==> config.mk <==
export PLATFORM = sky130hd
export DESIGN_NAME = ascd_device_flat
export DESIGN_NICKNAME = d
export VERILOG_FILES = /design/src/hw/ascd_pkg.sv /design/src/hw/ascd_if.sv /design/src/hw/ascd_device.sv /design/src/hw/ascd_sync_edge.sv /design/src/flat_wrapper.sv
export SDC_FILE = /design/constraint.sdc
export NUM_CORES = 1
export LEC_CHECK = 0
export BUFFER_PORTS_ARGS = -buffer_cell sky130_fd_sc_hd__buf_2
export CAP_MARGIN = 20
export CORE_MARGIN = 5
export CORE_UTILIZATION = 45
export DETAILED_ROUTE_END_ITERATION = 8
export SETUP_SLACK_MARGIN = 0.05
export SKIP_LAST_GASP = 1
export SYNTH_ARGS = -nofsm -noshare
export SYNTH_HDL_FRONTEND = slang
export SYNTH_SLANG_ARGS = --single-unit
==> constraint.sdc <==
create_clock -name clk -period 3.7 [get_ports clk]
set_clock_uncertainty 0.05 [all_clocks]
set_input_delay 0.555 -clock clk [delete_from_list [all_inputs] [get_ports clk]]
set_output_delay 0.555 -clock clk [all_outputs]
set_load 0.03 [all_outputs]
==> src/hw/ascd_pkg.sv <==
/*
  shared constants, opcodes and crc helper for the serial command decoder.
  assumes both ends and the bench import it whole.
*/
`default_nettype none
package ascd_pkg;
  // -----------------------------
  // register space
  // -----------------------------
  localparam int NUM_REGS = 18;
  localparam int ADDR_W = 5;
  localparam logic [4:0] REG_ID = 5'h00;
  localparam logic [4:0] REG_STATUS = 5'h01;
  localparam logic [4:0] REG_MODE3 = 5'h05;
  localparam int STAT_LOCK_BIT = 7;
  localparam int STAT_ERR_BIT = 6;
  localparam int MODE3_CRC_BIT = 5;
  localparam logic [17:0] RESTART_MASK = 18'h3_004c;
  localparam logic [7:0] REG_RST [NUM_REGS] = '{
    8'h00, 8'h01, 8'h24, 8'h01, 8'h00, 8'h00, 8'h05, 8'h00, 8'h00,
    8'h00, 8'h00, 8'h00, 8'h40, 8'hff, 8'h00, 8'h00, 8'h00, 8'hff};
  // -----------------------------
  // opcodes and fixed bytes
  // -----------------------------
  localparam logic [7:0] OP_SYS_OFS_CAL = 8'h16;
  localparam logic [7:0] OP_FS_CAL = 8'h17;
  localparam logic [7:0] OP_SELF_OFS_CAL = 8'h19;
  localparam logic [7:0] OP_RD_BASE = 8'h20;
  localparam logic [7:0] OP_WR_BASE = 8'h40;
  localparam logic [7:0] OP_LOCK = 8'hf2;
  localparam logic [7:0] OP_UNLOCK = 8'hf5;
  localparam logic [7:0] IDLE_BYTE = 8'hff;
  localparam logic [7:0] FILL_BYTE = 8'h00;
  localparam logic [7:0] OUT_RANGE_BYTE = 8'h00;
  localparam logic [7:0] CRC_POLY = 8'h07;
  localparam logic [7:0] CRC_SEED = 8'hff;
  // frame lengths in bytes
  localparam logic [2:0] LEN_CMD = 3'd2;
  localparam logic [2:0] LEN_RD = 3'd3;
  localparam logic [2:0] LEN_CMD_CRC = 3'd4;
  localparam logic [2:0] LEN_RD_CRC = 3'd6;
  // -----------------------------
  // timing
  // -----------------------------
  localparam int CLK_NS = 100;
  localparam int SCLK_HALF_NS = 800;
  localparam int SCLK_HALF_CLKS = (SCLK_HALF_NS + CLK_NS - 1) / CLK_NS;

  // opcode class tests: address sits in the low five bits
  function automatic logic op_is_rd(input logic [7:0] op);
    return op[7:5] == OP_RD_BASE[7:5];
  endfunction
  function automatic logic op_is_wr(input logic [7:0] op);
    return op[7:5] == OP_WR_BASE[7:5];
  endfunction

  // one byte through the crc, msb first
  function automatic logic [7:0] crc8(input logic [7:0] c, input logic [7:0] d);
    logic [7:0] r;
    logic fb;
    r = c;
    for (int i = 7; i >= 0; i--) begin
      fb = r[7] ^ d[i];
      r = {r[6:0], 1'b0};
      if (fb) begin
        r = r ^ CRC_POLY;
      end
    end
    return r;
  endfunction
endpackage
`default_nettype wire

==> src/hw/ascd_if.sv <==
/*
  serial link between host controller and decoder.
  assumes the bench resolves nothing: all four wires are one-way.
*/
`timescale 1ns/10ps
`default_nettype none
interface ascd_if;
  logic sclk;  // serial clock from host
  logic cs_n;  // frame select, low active
  logic din;   // host to device data
  logic dout;  // device data / ready line
  modport dev (input sclk, input cs_n, input din, output dout);
  modport host (output sclk, output cs_n, output din, input dout);
endinterface
`default_nettype wire

==> src/hw/ascd_device.sv <==
/*
  device end: decodes command frames on the serial link, holds the
  byte register file, lock state and crc error flag.
  assumes host drives data on sclk rise and samples on sclk fall.
*/
`timescale 1ns/10ps
`default_nettype none
module ascd_device
  import ascd_pkg::*;
#(
  parameter logic [7:0] DEV_ID = 8'ha0  // value arbitrary
) (
  input wire logic clk,                  // 10 mhz system clock
  input wire logic arst_n,               // async reset, low active
  ascd_if.dev link,                      // serial link
  input wire logic ready_n,              // shown on dout between frames
  input wire logic cal_wr,               // calibration result write
  input wire logic [ADDR_W-1:0] cal_addr, // calibration register index
  input wire logic [7:0] cal_data,       // calibration result byte
  output logic sys_ofs_cal,              // start pulse
  output logic fs_cal,                   // start pulse
  output logic self_ofs_cal,             // start pulse
  output logic conv_restart,             // restart pulse
  output logic locked,                   // write lock level
  output logic check_error_flag,         // sticky crc error
  output logic crc_mode                  // crc framing enabled
);
  // ---------------------------------
  // pin synchronisers
  // ---------------------------------
  logic sclk_rise;
  logic sclk_fall;
  logic cs_s;
  logic din_s;

  ascd_sync_edge #(.INIT(1'b0)) u_sclk (
    .clk(clk), .arst_n(arst_n), .d(link.sclk),
    .q(), .rise(sclk_rise), .fall(sclk_fall));
  ascd_sync_edge #(.INIT(1'b1)) u_cs (
    .clk(clk), .arst_n(arst_n), .d(link.cs_n),
    .q(cs_s), .rise(), .fall());
  ascd_sync_edge #(.INIT(1'b0)) u_din (
    .clk(clk), .arst_n(arst_n), .d(link.din),
    .q(din_s), .rise(), .fall());

  // ---------------------------------
  // state
  // ---------------------------------
  logic [7:0] regs [NUM_REGS];
  logic [2:0] bit_reg;
  logic [2:0] idx_reg;
  logic [6:0] rx_reg;
  logic [7:0] op_reg;
  logic [7:0] arg_reg;
  logic [7:0] tx_reg;
  logic first_reg;
  logic ok_reg;
  logic lock_reg;
  logic err_reg;
  logic dout_reg;
  logic sys_reg;
  logic fs_reg;
  logic self_reg;
  logic restart_reg;

  // ---------------------------------
  // decode
  // ---------------------------------
  logic [7:0] rx_byte;
  logic byte_done;
  logic crc_en;
  logic [7:0] cmd_crc;
  logic crc_match;
  logic exec;
  logic [7:0] cur_arg;
  logic [4:0] op_addr;
  logic addr_ok;
  logic wr_cmd;
  logic cal_ok;
  logic [7:0] rd_val;
  logic [7:0] rd_out;
  logic [2:0] nxt_idx;
  logic [7:0] tx_next;
  logic err_set;
  logic err_clr;

  // a byte ends on the eighth falling edge inside a frame
  assign rx_byte = {rx_reg, din_s};
  assign byte_done = sclk_fall & ~cs_s & (bit_reg == 3'd7);
  assign crc_en = regs[REG_MODE3][MODE3_CRC_BIT];
  assign cmd_crc = crc8(crc8(CRC_SEED, op_reg), arg_reg);
  assign crc_match = rx_byte == cmd_crc;

  // no-crc frames act after byte two, crc frames after a good byte three
  assign exec = byte_done & ((~crc_en & (idx_reg == 3'd1))
              | (crc_en & (idx_reg == 3'd2) & crc_match));
  assign cur_arg = (idx_reg == 3'd1) ? rx_byte : arg_reg;
  assign op_addr = op_reg[4:0];
  assign addr_ok = op_addr < 5'(NUM_REGS);
  // lock blocks command writes; id is read only
  assign wr_cmd = exec & op_is_wr(op_reg) & ~lock_reg & addr_ok
                & (op_addr != REG_ID);
  assign cal_ok = cal_wr & ~lock_reg & (cal_addr < 5'(NUM_REGS));

  // read mux; status shows live lock and error bits
  assign rd_val = ~addr_ok ? OUT_RANGE_BYTE :
                  (op_addr == REG_ID) ? DEV_ID :
                  (op_addr == REG_STATUS) ?
                    {lock_reg, err_reg, regs[REG_STATUS][5:0]} :
                  regs[op_addr];
  // reads ignore lock; a crc-rejected read returns an idle data byte
  assign rd_out = (op_is_rd(op_reg) & (ok_reg | ~crc_en))
                ? rd_val : IDLE_BYTE;

  // byte to present next, by position in the frame
  assign nxt_idx = idx_reg + 3'd1;
  assign tx_next = (nxt_idx == 3'd1) ? rx_byte :
                   (~crc_en & (nxt_idx == 3'd2)) ? rd_out :
                   (crc_en & (nxt_idx == 3'd2)) ? rx_byte :
                   (crc_en & (nxt_idx == 3'd3)) ? cmd_crc :
                   (crc_en & (nxt_idx == 3'd4)) ? rd_out :
                   (crc_en & (nxt_idx == 3'd5)) ? crc8(CRC_SEED, rd_out) :
                   IDLE_BYTE;

  // error set wins over a status write that clears it
  assign err_set = byte_done & crc_en & (idx_reg == 3'd2) & ~crc_match;
  assign err_clr = wr_cmd & (op_addr == REG_STATUS) & ~cur_arg[STAT_ERR_BIT];

  // ---------------------------------
  // framing and shifting
  // ---------------------------------
  // cs high parks the counters so the next byte is an opcode
  always_ff @(posedge clk or negedge arst_n) begin
    if (!arst_n) begin
      bit_reg <= 3'd0;
      idx_reg <= 3'd0;
      rx_reg <= 7'd0;
      tx_reg <= IDLE_BYTE;
      first_reg <= 1'b1;
    end else if (cs_s) begin
      bit_reg <= 3'd0;
      idx_reg <= 3'd0;
      tx_reg <= IDLE_BYTE;
      first_reg <= 1'b1;
    end else if (sclk_fall) begin
      rx_reg <= rx_byte[6:0];
      bit_reg <= bit_reg + 3'd1;
      if (byte_done) begin
        idx_reg <= (idx_reg == 3'd7) ? idx_reg : nxt_idx;
        tx_reg <= tx_next;
        first_reg <= 1'b1;
      end
    end else if (sclk_rise) begin
      // the first rise of a byte keeps the msb already on the pin
      first_reg <= 1'b0;
      if (!first_reg) begin
        tx_reg <= {tx_reg[6:0], 1'b1};
      end
    end
  end

  // command bytes and crc verdict
  always_ff @(posedge clk or negedge arst_n) begin
    if (!arst_n) begin
      op_reg <= 8'h00;
      arg_reg <= 8'h00;
      ok_reg <= 1'b0;
    end else if (byte_done) begin
      if (idx_reg == 3'd0) begin
        op_reg <= rx_byte;
        ok_reg <= 1'b0;
      end
      if (idx_reg == 3'd1) begin
        arg_reg <= rx_byte;
      end
      if (idx_reg == 3'd2) begin
        ok_reg <= crc_match;
      end
    end
  end

  // ---------------------------------
  // register file, lock and error flag
  // ---------------------------------
  // one write per command; calibration loads yield to commands
  always_ff @(posedge clk or negedge arst_n) begin
    if (!arst_n) begin
      for (int i = 0; i < NUM_REGS; i++) begin
        regs[i] <= REG_RST[i];
      end
    end else if (wr_cmd) begin
      regs[op_addr] <= cur_arg;
    end else if (cal_ok) begin
      regs[cal_addr] <= cal_data;
    end
  end

  always_ff @(posedge clk or negedge arst_n) begin
    if (!arst_n) begin
      lock_reg <= 1'b0;
      err_reg <= 1'b0;
    end else begin
      if (exec & (op_reg == OP_LOCK)) begin
        lock_reg <= 1'b1;
      end else if (exec & (op_reg == OP_UNLOCK)) begin
        lock_reg <= 1'b0;
      end
      if (err_set) begin
        err_reg <= 1'b1;
      end else if (err_clr) begin
        err_reg <= 1'b0;
      end
    end
  end

  // ---------------------------------
  // pulses and pin
  // ---------------------------------
  // calibration starts are one-cycle pulses; the engine is outside
  always_ff @(posedge clk or negedge arst_n) begin
    if (!arst_n) begin
      sys_reg <= 1'b0;
      fs_reg <= 1'b0;
      self_reg <= 1'b0;
      restart_reg <= 1'b0;
      dout_reg <= 1'b1;
    end else begin
      sys_reg <= exec & (op_reg == OP_SYS_OFS_CAL);
      fs_reg <= exec & (op_reg == OP_FS_CAL);
      self_reg <= exec & (op_reg == OP_SELF_OFS_CAL);
      restart_reg <= wr_cmd & RESTART_MASK[op_addr];
      dout_reg <= cs_s ? ready_n : tx_reg[7];
    end
  end

  assign link.dout = dout_reg;
  assign sys_ofs_cal = sys_reg;
  assign fs_cal = fs_reg;
  assign self_ofs_cal = self_reg;
  assign conv_restart = restart_reg;
  assign locked = lock_reg;
  assign check_error_flag = err_reg;
  assign crc_mode = crc_en;
endmodule // ascd_device
`default_nettype wire

==> src/hw/ascd_sync_edge.sv <==
/*
  two-flop synchroniser with edge detect on the settled copy.
  assumes a slow asynchronous input relative to clk.
*/
`timescale 1ns/10ps
`default_nettype none
module ascd_sync_edge #(
  parameter logic INIT = 1'b0
) (
  input wire logic clk,    // system clock
  input wire logic arst_n, // async reset
  input wire logic d,      // async input
  output logic q,          // synchronised level
  output logic rise,       // one-cycle pulse
  output logic fall        // one-cycle pulse
);
  logic meta_reg;
  logic sync_reg;
  logic last_reg;

  // first flop feeds only the second
  always_ff @(posedge clk or negedge arst_n) begin
    if (!arst_n) begin
      meta_reg <= INIT;
      sync_reg <= INIT;
      last_reg <= INIT;
    end else begin
      meta_reg <= d;
      sync_reg <= meta_reg;
      last_reg <= sync_reg;
    end
  end

  assign q = sync_reg;
  assign rise = sync_reg & ~last_reg;
  assign fall = ~sync_reg & last_reg;
endmodule // ascd_sync_edge
`default_nettype wire

==> src/flat_wrapper.sv <==
// flat-port wrapper written by rule: the top's interface ports become plain ports
module ascd_device_flat import ascd_pkg::*;
#(
  parameter logic [7:0] DEV_ID = 8'ha0                    
)
  (clk, arst_n, ready_n, cal_wr, cal_addr, cal_data, sys_ofs_cal, fs_cal, self_ofs_cal, conv_restart, locked, check_error_flag, crc_mode, link_sclk, link_cs_n, link_din, link_dout);
  ascd_if link_i ();
  input wire logic clk;
  input wire logic arst_n;
  input wire logic ready_n;
  input wire logic cal_wr;
  input wire logic [ADDR_W-1:0] cal_addr;
  input wire logic [7:0] cal_data;
  output logic sys_ofs_cal;
  output logic fs_cal;
  output logic self_ofs_cal;
  output logic conv_restart;
  output logic locked;
  output logic check_error_flag;
  output logic crc_mode;
  input wire logic [$bits(link_i.sclk)-1:0] link_sclk;
  input wire logic [$bits(link_i.cs_n)-1:0] link_cs_n;
  input wire logic [$bits(link_i.din)-1:0] link_din;
  output wire logic [$bits(link_i.dout)-1:0] link_dout;
  assign link_i.sclk = link_sclk;
  assign link_i.cs_n = link_cs_n;
  assign link_i.din = link_din;
  assign link_dout = link_i.dout;
  ascd_device #(.DEV_ID(DEV_ID)) u_core (.clk(clk), .arst_n(arst_n), .link(link_i), .ready_n(ready_n), .cal_wr(cal_wr), .cal_addr(cal_addr), .cal_data(cal_data), .sys_ofs_cal(sys_ofs_cal), .fs_cal(fs_cal), .self_ofs_cal(self_ofs_cal), .conv_restart(conv_restart), .locked(locked), .check_error_flag(check_error_flag), .crc_mode(crc_mode));
endmodule
==> results by group <==
CTS
  • Insertion delay of the later-clocked pin in the worst-skew pair: roughly 450 ps
  • TritonCTS clock tree: done
  • TritonCTS buffer count: 17
  • H-Tree Depth: 4
  • CTS Hold Buffers Added: 0
  • Buffers from clock root to sink, at most: 2
  • Clock net sink count: 197
  • Clock transition at path regs: 90 ps
  • Root buf cell: clkbuf_16

Placed design
  • Area post-placement: 13870 sq um
  • PortBufs: 27
  • Final GP Congestion: roughly 0.96
  • Worst setup slack before clock tree synthesis: 99.72 ps
  • Estimated wirelength of the detail-placed design: 31.14 mm

Cells and area
  • Number of flip-flops under the largest register name: approximately 140
  • Antenna cell count: 0
  • Count of fill cells added during filler insertion: 2705
  • Register ranked first by flip-flop count: u_core.regs
  • Post-layout instance area: 14630 sq um
  • Core Util, Final: 0.5124
  • Net count reported at finish: 1504
  • Area growth, synth to finish: 12.88%
  • Layout cells sized above 1: 0.2071

Global route
  • Total overflow reported by the global router: 0
  • Met2 Use GR: 0.4165
  • Layer with the highest usage after global routing: met2
  • Via count of the first global-routing pass: 11280
  • Wire length of the first global-routing pass: 69.28 mm
  • Antenna violations before repair: 0
  • Met1 track demand over resource in global routing: 0.3872
  • Maximum number of pins on one net before global-route repair: 96
  • Met3 track demand over resource in global routing: 0.04749
  • Tot GR Track Use: 0.2741

Floorplanning
  • Area of the core region: 28550 sq um
  • Total Die Area: 32290 sq um
  • Io pins: 28
  • Starting density of the core: 0.4539
  • Die width: 179.7 microns
  • Overall die height: around 180 microns
  • Site Rows: 62

Power and ir drop
  • Pwr/cell area: 391.7 nW/um^2
  • Max VDD drop: 0.2469 mV
  • Leakage Power: 6.489 nW
  • Total chip power: 0.005730 W

Setup path
  • Sort of element at the start of the critical path: register
  • Reg-to-reg setup timing slack: around 140 ps
  • Largest fanout on the critical path: 8
  • Arrival time at the worst endpoint: around 3900 ps
  • Cell seen most often among critical-path stages: xnor3_2
  • Worst-case reg-to-reg path depth: 12
  • Cell with the biggest individual delay on the critical path: o31ai_4
  • Family with the most delay on the worst path: XOR/XNOR gates
  • Critical path buffer and inverter count: 3
  • Critical path capture point type: register
  • Capture point of the worst reg-to-reg path: u_core.regs[51]
  • Startpoint of the most critical register-to-register path: u_core.op_reg[4]
  • Stage delay of the slowest cell on the critical path: 450 ps
  • Critical path type: reg2reg
  • Worst Path Required: about 4000 ps
  • Worst-path cell chain: inv_1 -> ha_1 -> xnor3_2 -> xnor3_2 -> xnor2_2 -> mux2i_2 -> o31ai_4 -> clkbuf_16 -> buf_4 -> mux2i_4 -> nor2_1 -> a211oi_1

Logic synthesis
  • Post-Synthesis Cells: 1407
  • Fraction of the yosys area taken by sequential cells: 0.3838
  • Synthesized Nets: 1451
  • Cell area after synthesis: 12960 sq um
  • Mapped Avg Cell Area: between 9 and 10 sq um
  • Ranking of synthesized cells by instance count: nor2_1 (266), nand2_1 (183), dfrtp_1 (162), a311oi_1 (59), clkbuf_1 (58)
  • Most area-hungry cell type in the Yosys netlist: dfrtp_1
  • Largest cells by area after synthesis: dfrtp_1 (31%), nor2_1 (7.7%), dfstp_2 (7.1%), nand2_1 (5.3%), mux4_2 (4.7%)
  • Most common cell in the netlist: nor2_1
  • Top_reg_cell synth: dfrtp_1
  • Count of state elements after synthesis: between 150 and 200
  • Proportion of netlist area held by the largest area contributor: 0.3128
  • Yosys cell types: 92
  • Yosys warning count: 0
  • Post-synth EDFFs: 0
  • Post-synthesis async set-or-reset flop share: 1.000

Timing
  • Worst-margin pin slew: 1092 ps
  • Unrepaired setup endpoints after global routing: true
  • Accumulated negative setup slack: 0 ps
  • Fin. Hold Viols: 0
  • Final-report setup violation count: 0
  • Least setup slack across all paths after layout: 144.6 ps
  • Post-route minimum period: about 3600 ps
  • F_max: 0.2813 GHz
  • Max_slew headroom: 0.2531
  • Number of slew-limit violations in the final report: 0
  • Post-route clock period utilization: 0.9609

Drt
  • Drt initial violations: about 1300
  • Residual antenna-violating net count after detailed routing: 0
  • First-pass DRT Iterations: 5
  • Count of unresolved DRC violations after routing: 0
  • Mean number of vias per cell: 6.278
  • Via count: 11660
  • Final wirelength: ~46 mm
  • Wire length per cell after detailed routing: 24.57 microns

Run
  • Max-cap viol count: 0

Run status
  • Status: completed

Hold path
  • Class of the worst hold path: in2async
## per-stage QoR
stage,std cells,hold slack (ps)
floorplan,1407,209.4
global placement,1816,284.1
detailed placement,1816,286.4
CTS,1848,134.8
global route,1857,131.0
finish,1857,146.7
## layout by cell type, fill, tap and decap left out, drive strengths merged, types with 5 or more instances in the layout
| master | Yosys | routed |
|---|---|---|
| and3 | 22 | 22 |
| inv | 18 | 26 |
| nand2b | 15 | 15 |
| a211oi | 32 | 32 |
| a221oi | 6 | 6 |
| nand3 | 39 | 40 |
| a2111oi | 5 | 5 |
| and2 | 11 | 11 |
| dfrtp | 162 | 162 |
| a22oi | 7 | 7 |
| a31oi | 8 | 8 |
| a22o | 35 | 35 |
| mux2i | 26 | 26 |
| dfstp | 35 | 35 |
| clkbuf | 60 | 20 |
| o21a | 5 | 5 |
| o211ai | 21 | 21 |
| nor2 | 272 | 272 |
| a21o | 36 | 36 |
| ha | 24 | 24 |
| mux2 | 35 | 35 |
| nand2 | 183 | 183 |
| xnor2 | 27 | 27 |
| a311oi | 59 | 59 |
| buf | 34 | 125 |
| mux4 | 27 | 27 |
| nor2b | 12 | 12 |
| clkinv | 1 | 6 |
| xnor3 | 12 | 12 |
| o21ai | 31 | 31 |
| nor3 | 41 | 41 |
| o22ai | 6 | 6 |
| a21oi | 33 | 33 |
| o31ai | 5 | 5 |
## where the power goes
group / internal [W] / total, W / switching [W]
combinational: 0.000461 / 0.000937 / 0.000476
sequential: 0.00255 / 0.00283 / 0.000286
clock: 0.000941 / 0.00196 / 0.00102
total: 0.00395 / 0.00573 / 0.00178
## cell type report
type / instances / area, sq um / share of cell area
timing repair buffer: 127 / 985.9 / 0.06740
tap: 384 / 480.5 / 0.03285
multi-input combinational: 1098 / 7500 / 0.5127
clock inverter: 14 / 173.9 / 0.01189
sequential: 197 / 4977 / 0.3403
clock buffer: 18 / 439.2 / 0.03002
inverter: 19 / 71.32 / 0.004876
## how the worst max path moves through the flow
stage                          start               end  slack (ps)  depth (start not counted)
floorplan           u_core.op_reg[4]   u_core.regs[63]          90                         13
global placement    u_core.op_reg[6]  u_core.regs[121]         130                         10
detailed placement  u_core.op_reg[6]  u_core.regs[121]         100                         10
finish              u_core.op_reg[4]   u_core.regs[51]         140                         12
CTS                 u_core.op_reg[6]  u_core.regs[121]          80                         10
global route        u_core.op_reg[5]   u_core.regs[41]          -3                         12
## routing by layer
metal,share of wire,vias up
met5,0,-
met1,0.43,5787
li1,-,5203
met3,0.084,107
met2,0.44,562
met4,0.045,0
## logic make-up (layout without fill, tap and decap cells)
family / count (synthesis) / after routing / synth area share
fa+ha+maj: 24 / 24 / 0.02317
xor+xnor: 44 / 44 / 0.04808
mux: 88 / 88 / 0.1003
flops: 197 / 197 / 0.3838
simple gates: 627 / 628 / 0.2161
compound gates: 314 / 314 / 0.1855
buf+inv: 113 / 178 / 0.04306
## repair_timing
| action | 4_1_cts | 5_1_grt |
|---|---|---|
| resized for setup | 0 | 13 |
| setup buffers | 0 | 5 |
| endpoints found under the setup margin | 0 | 75 |
(Power assumes the default switching activity.)
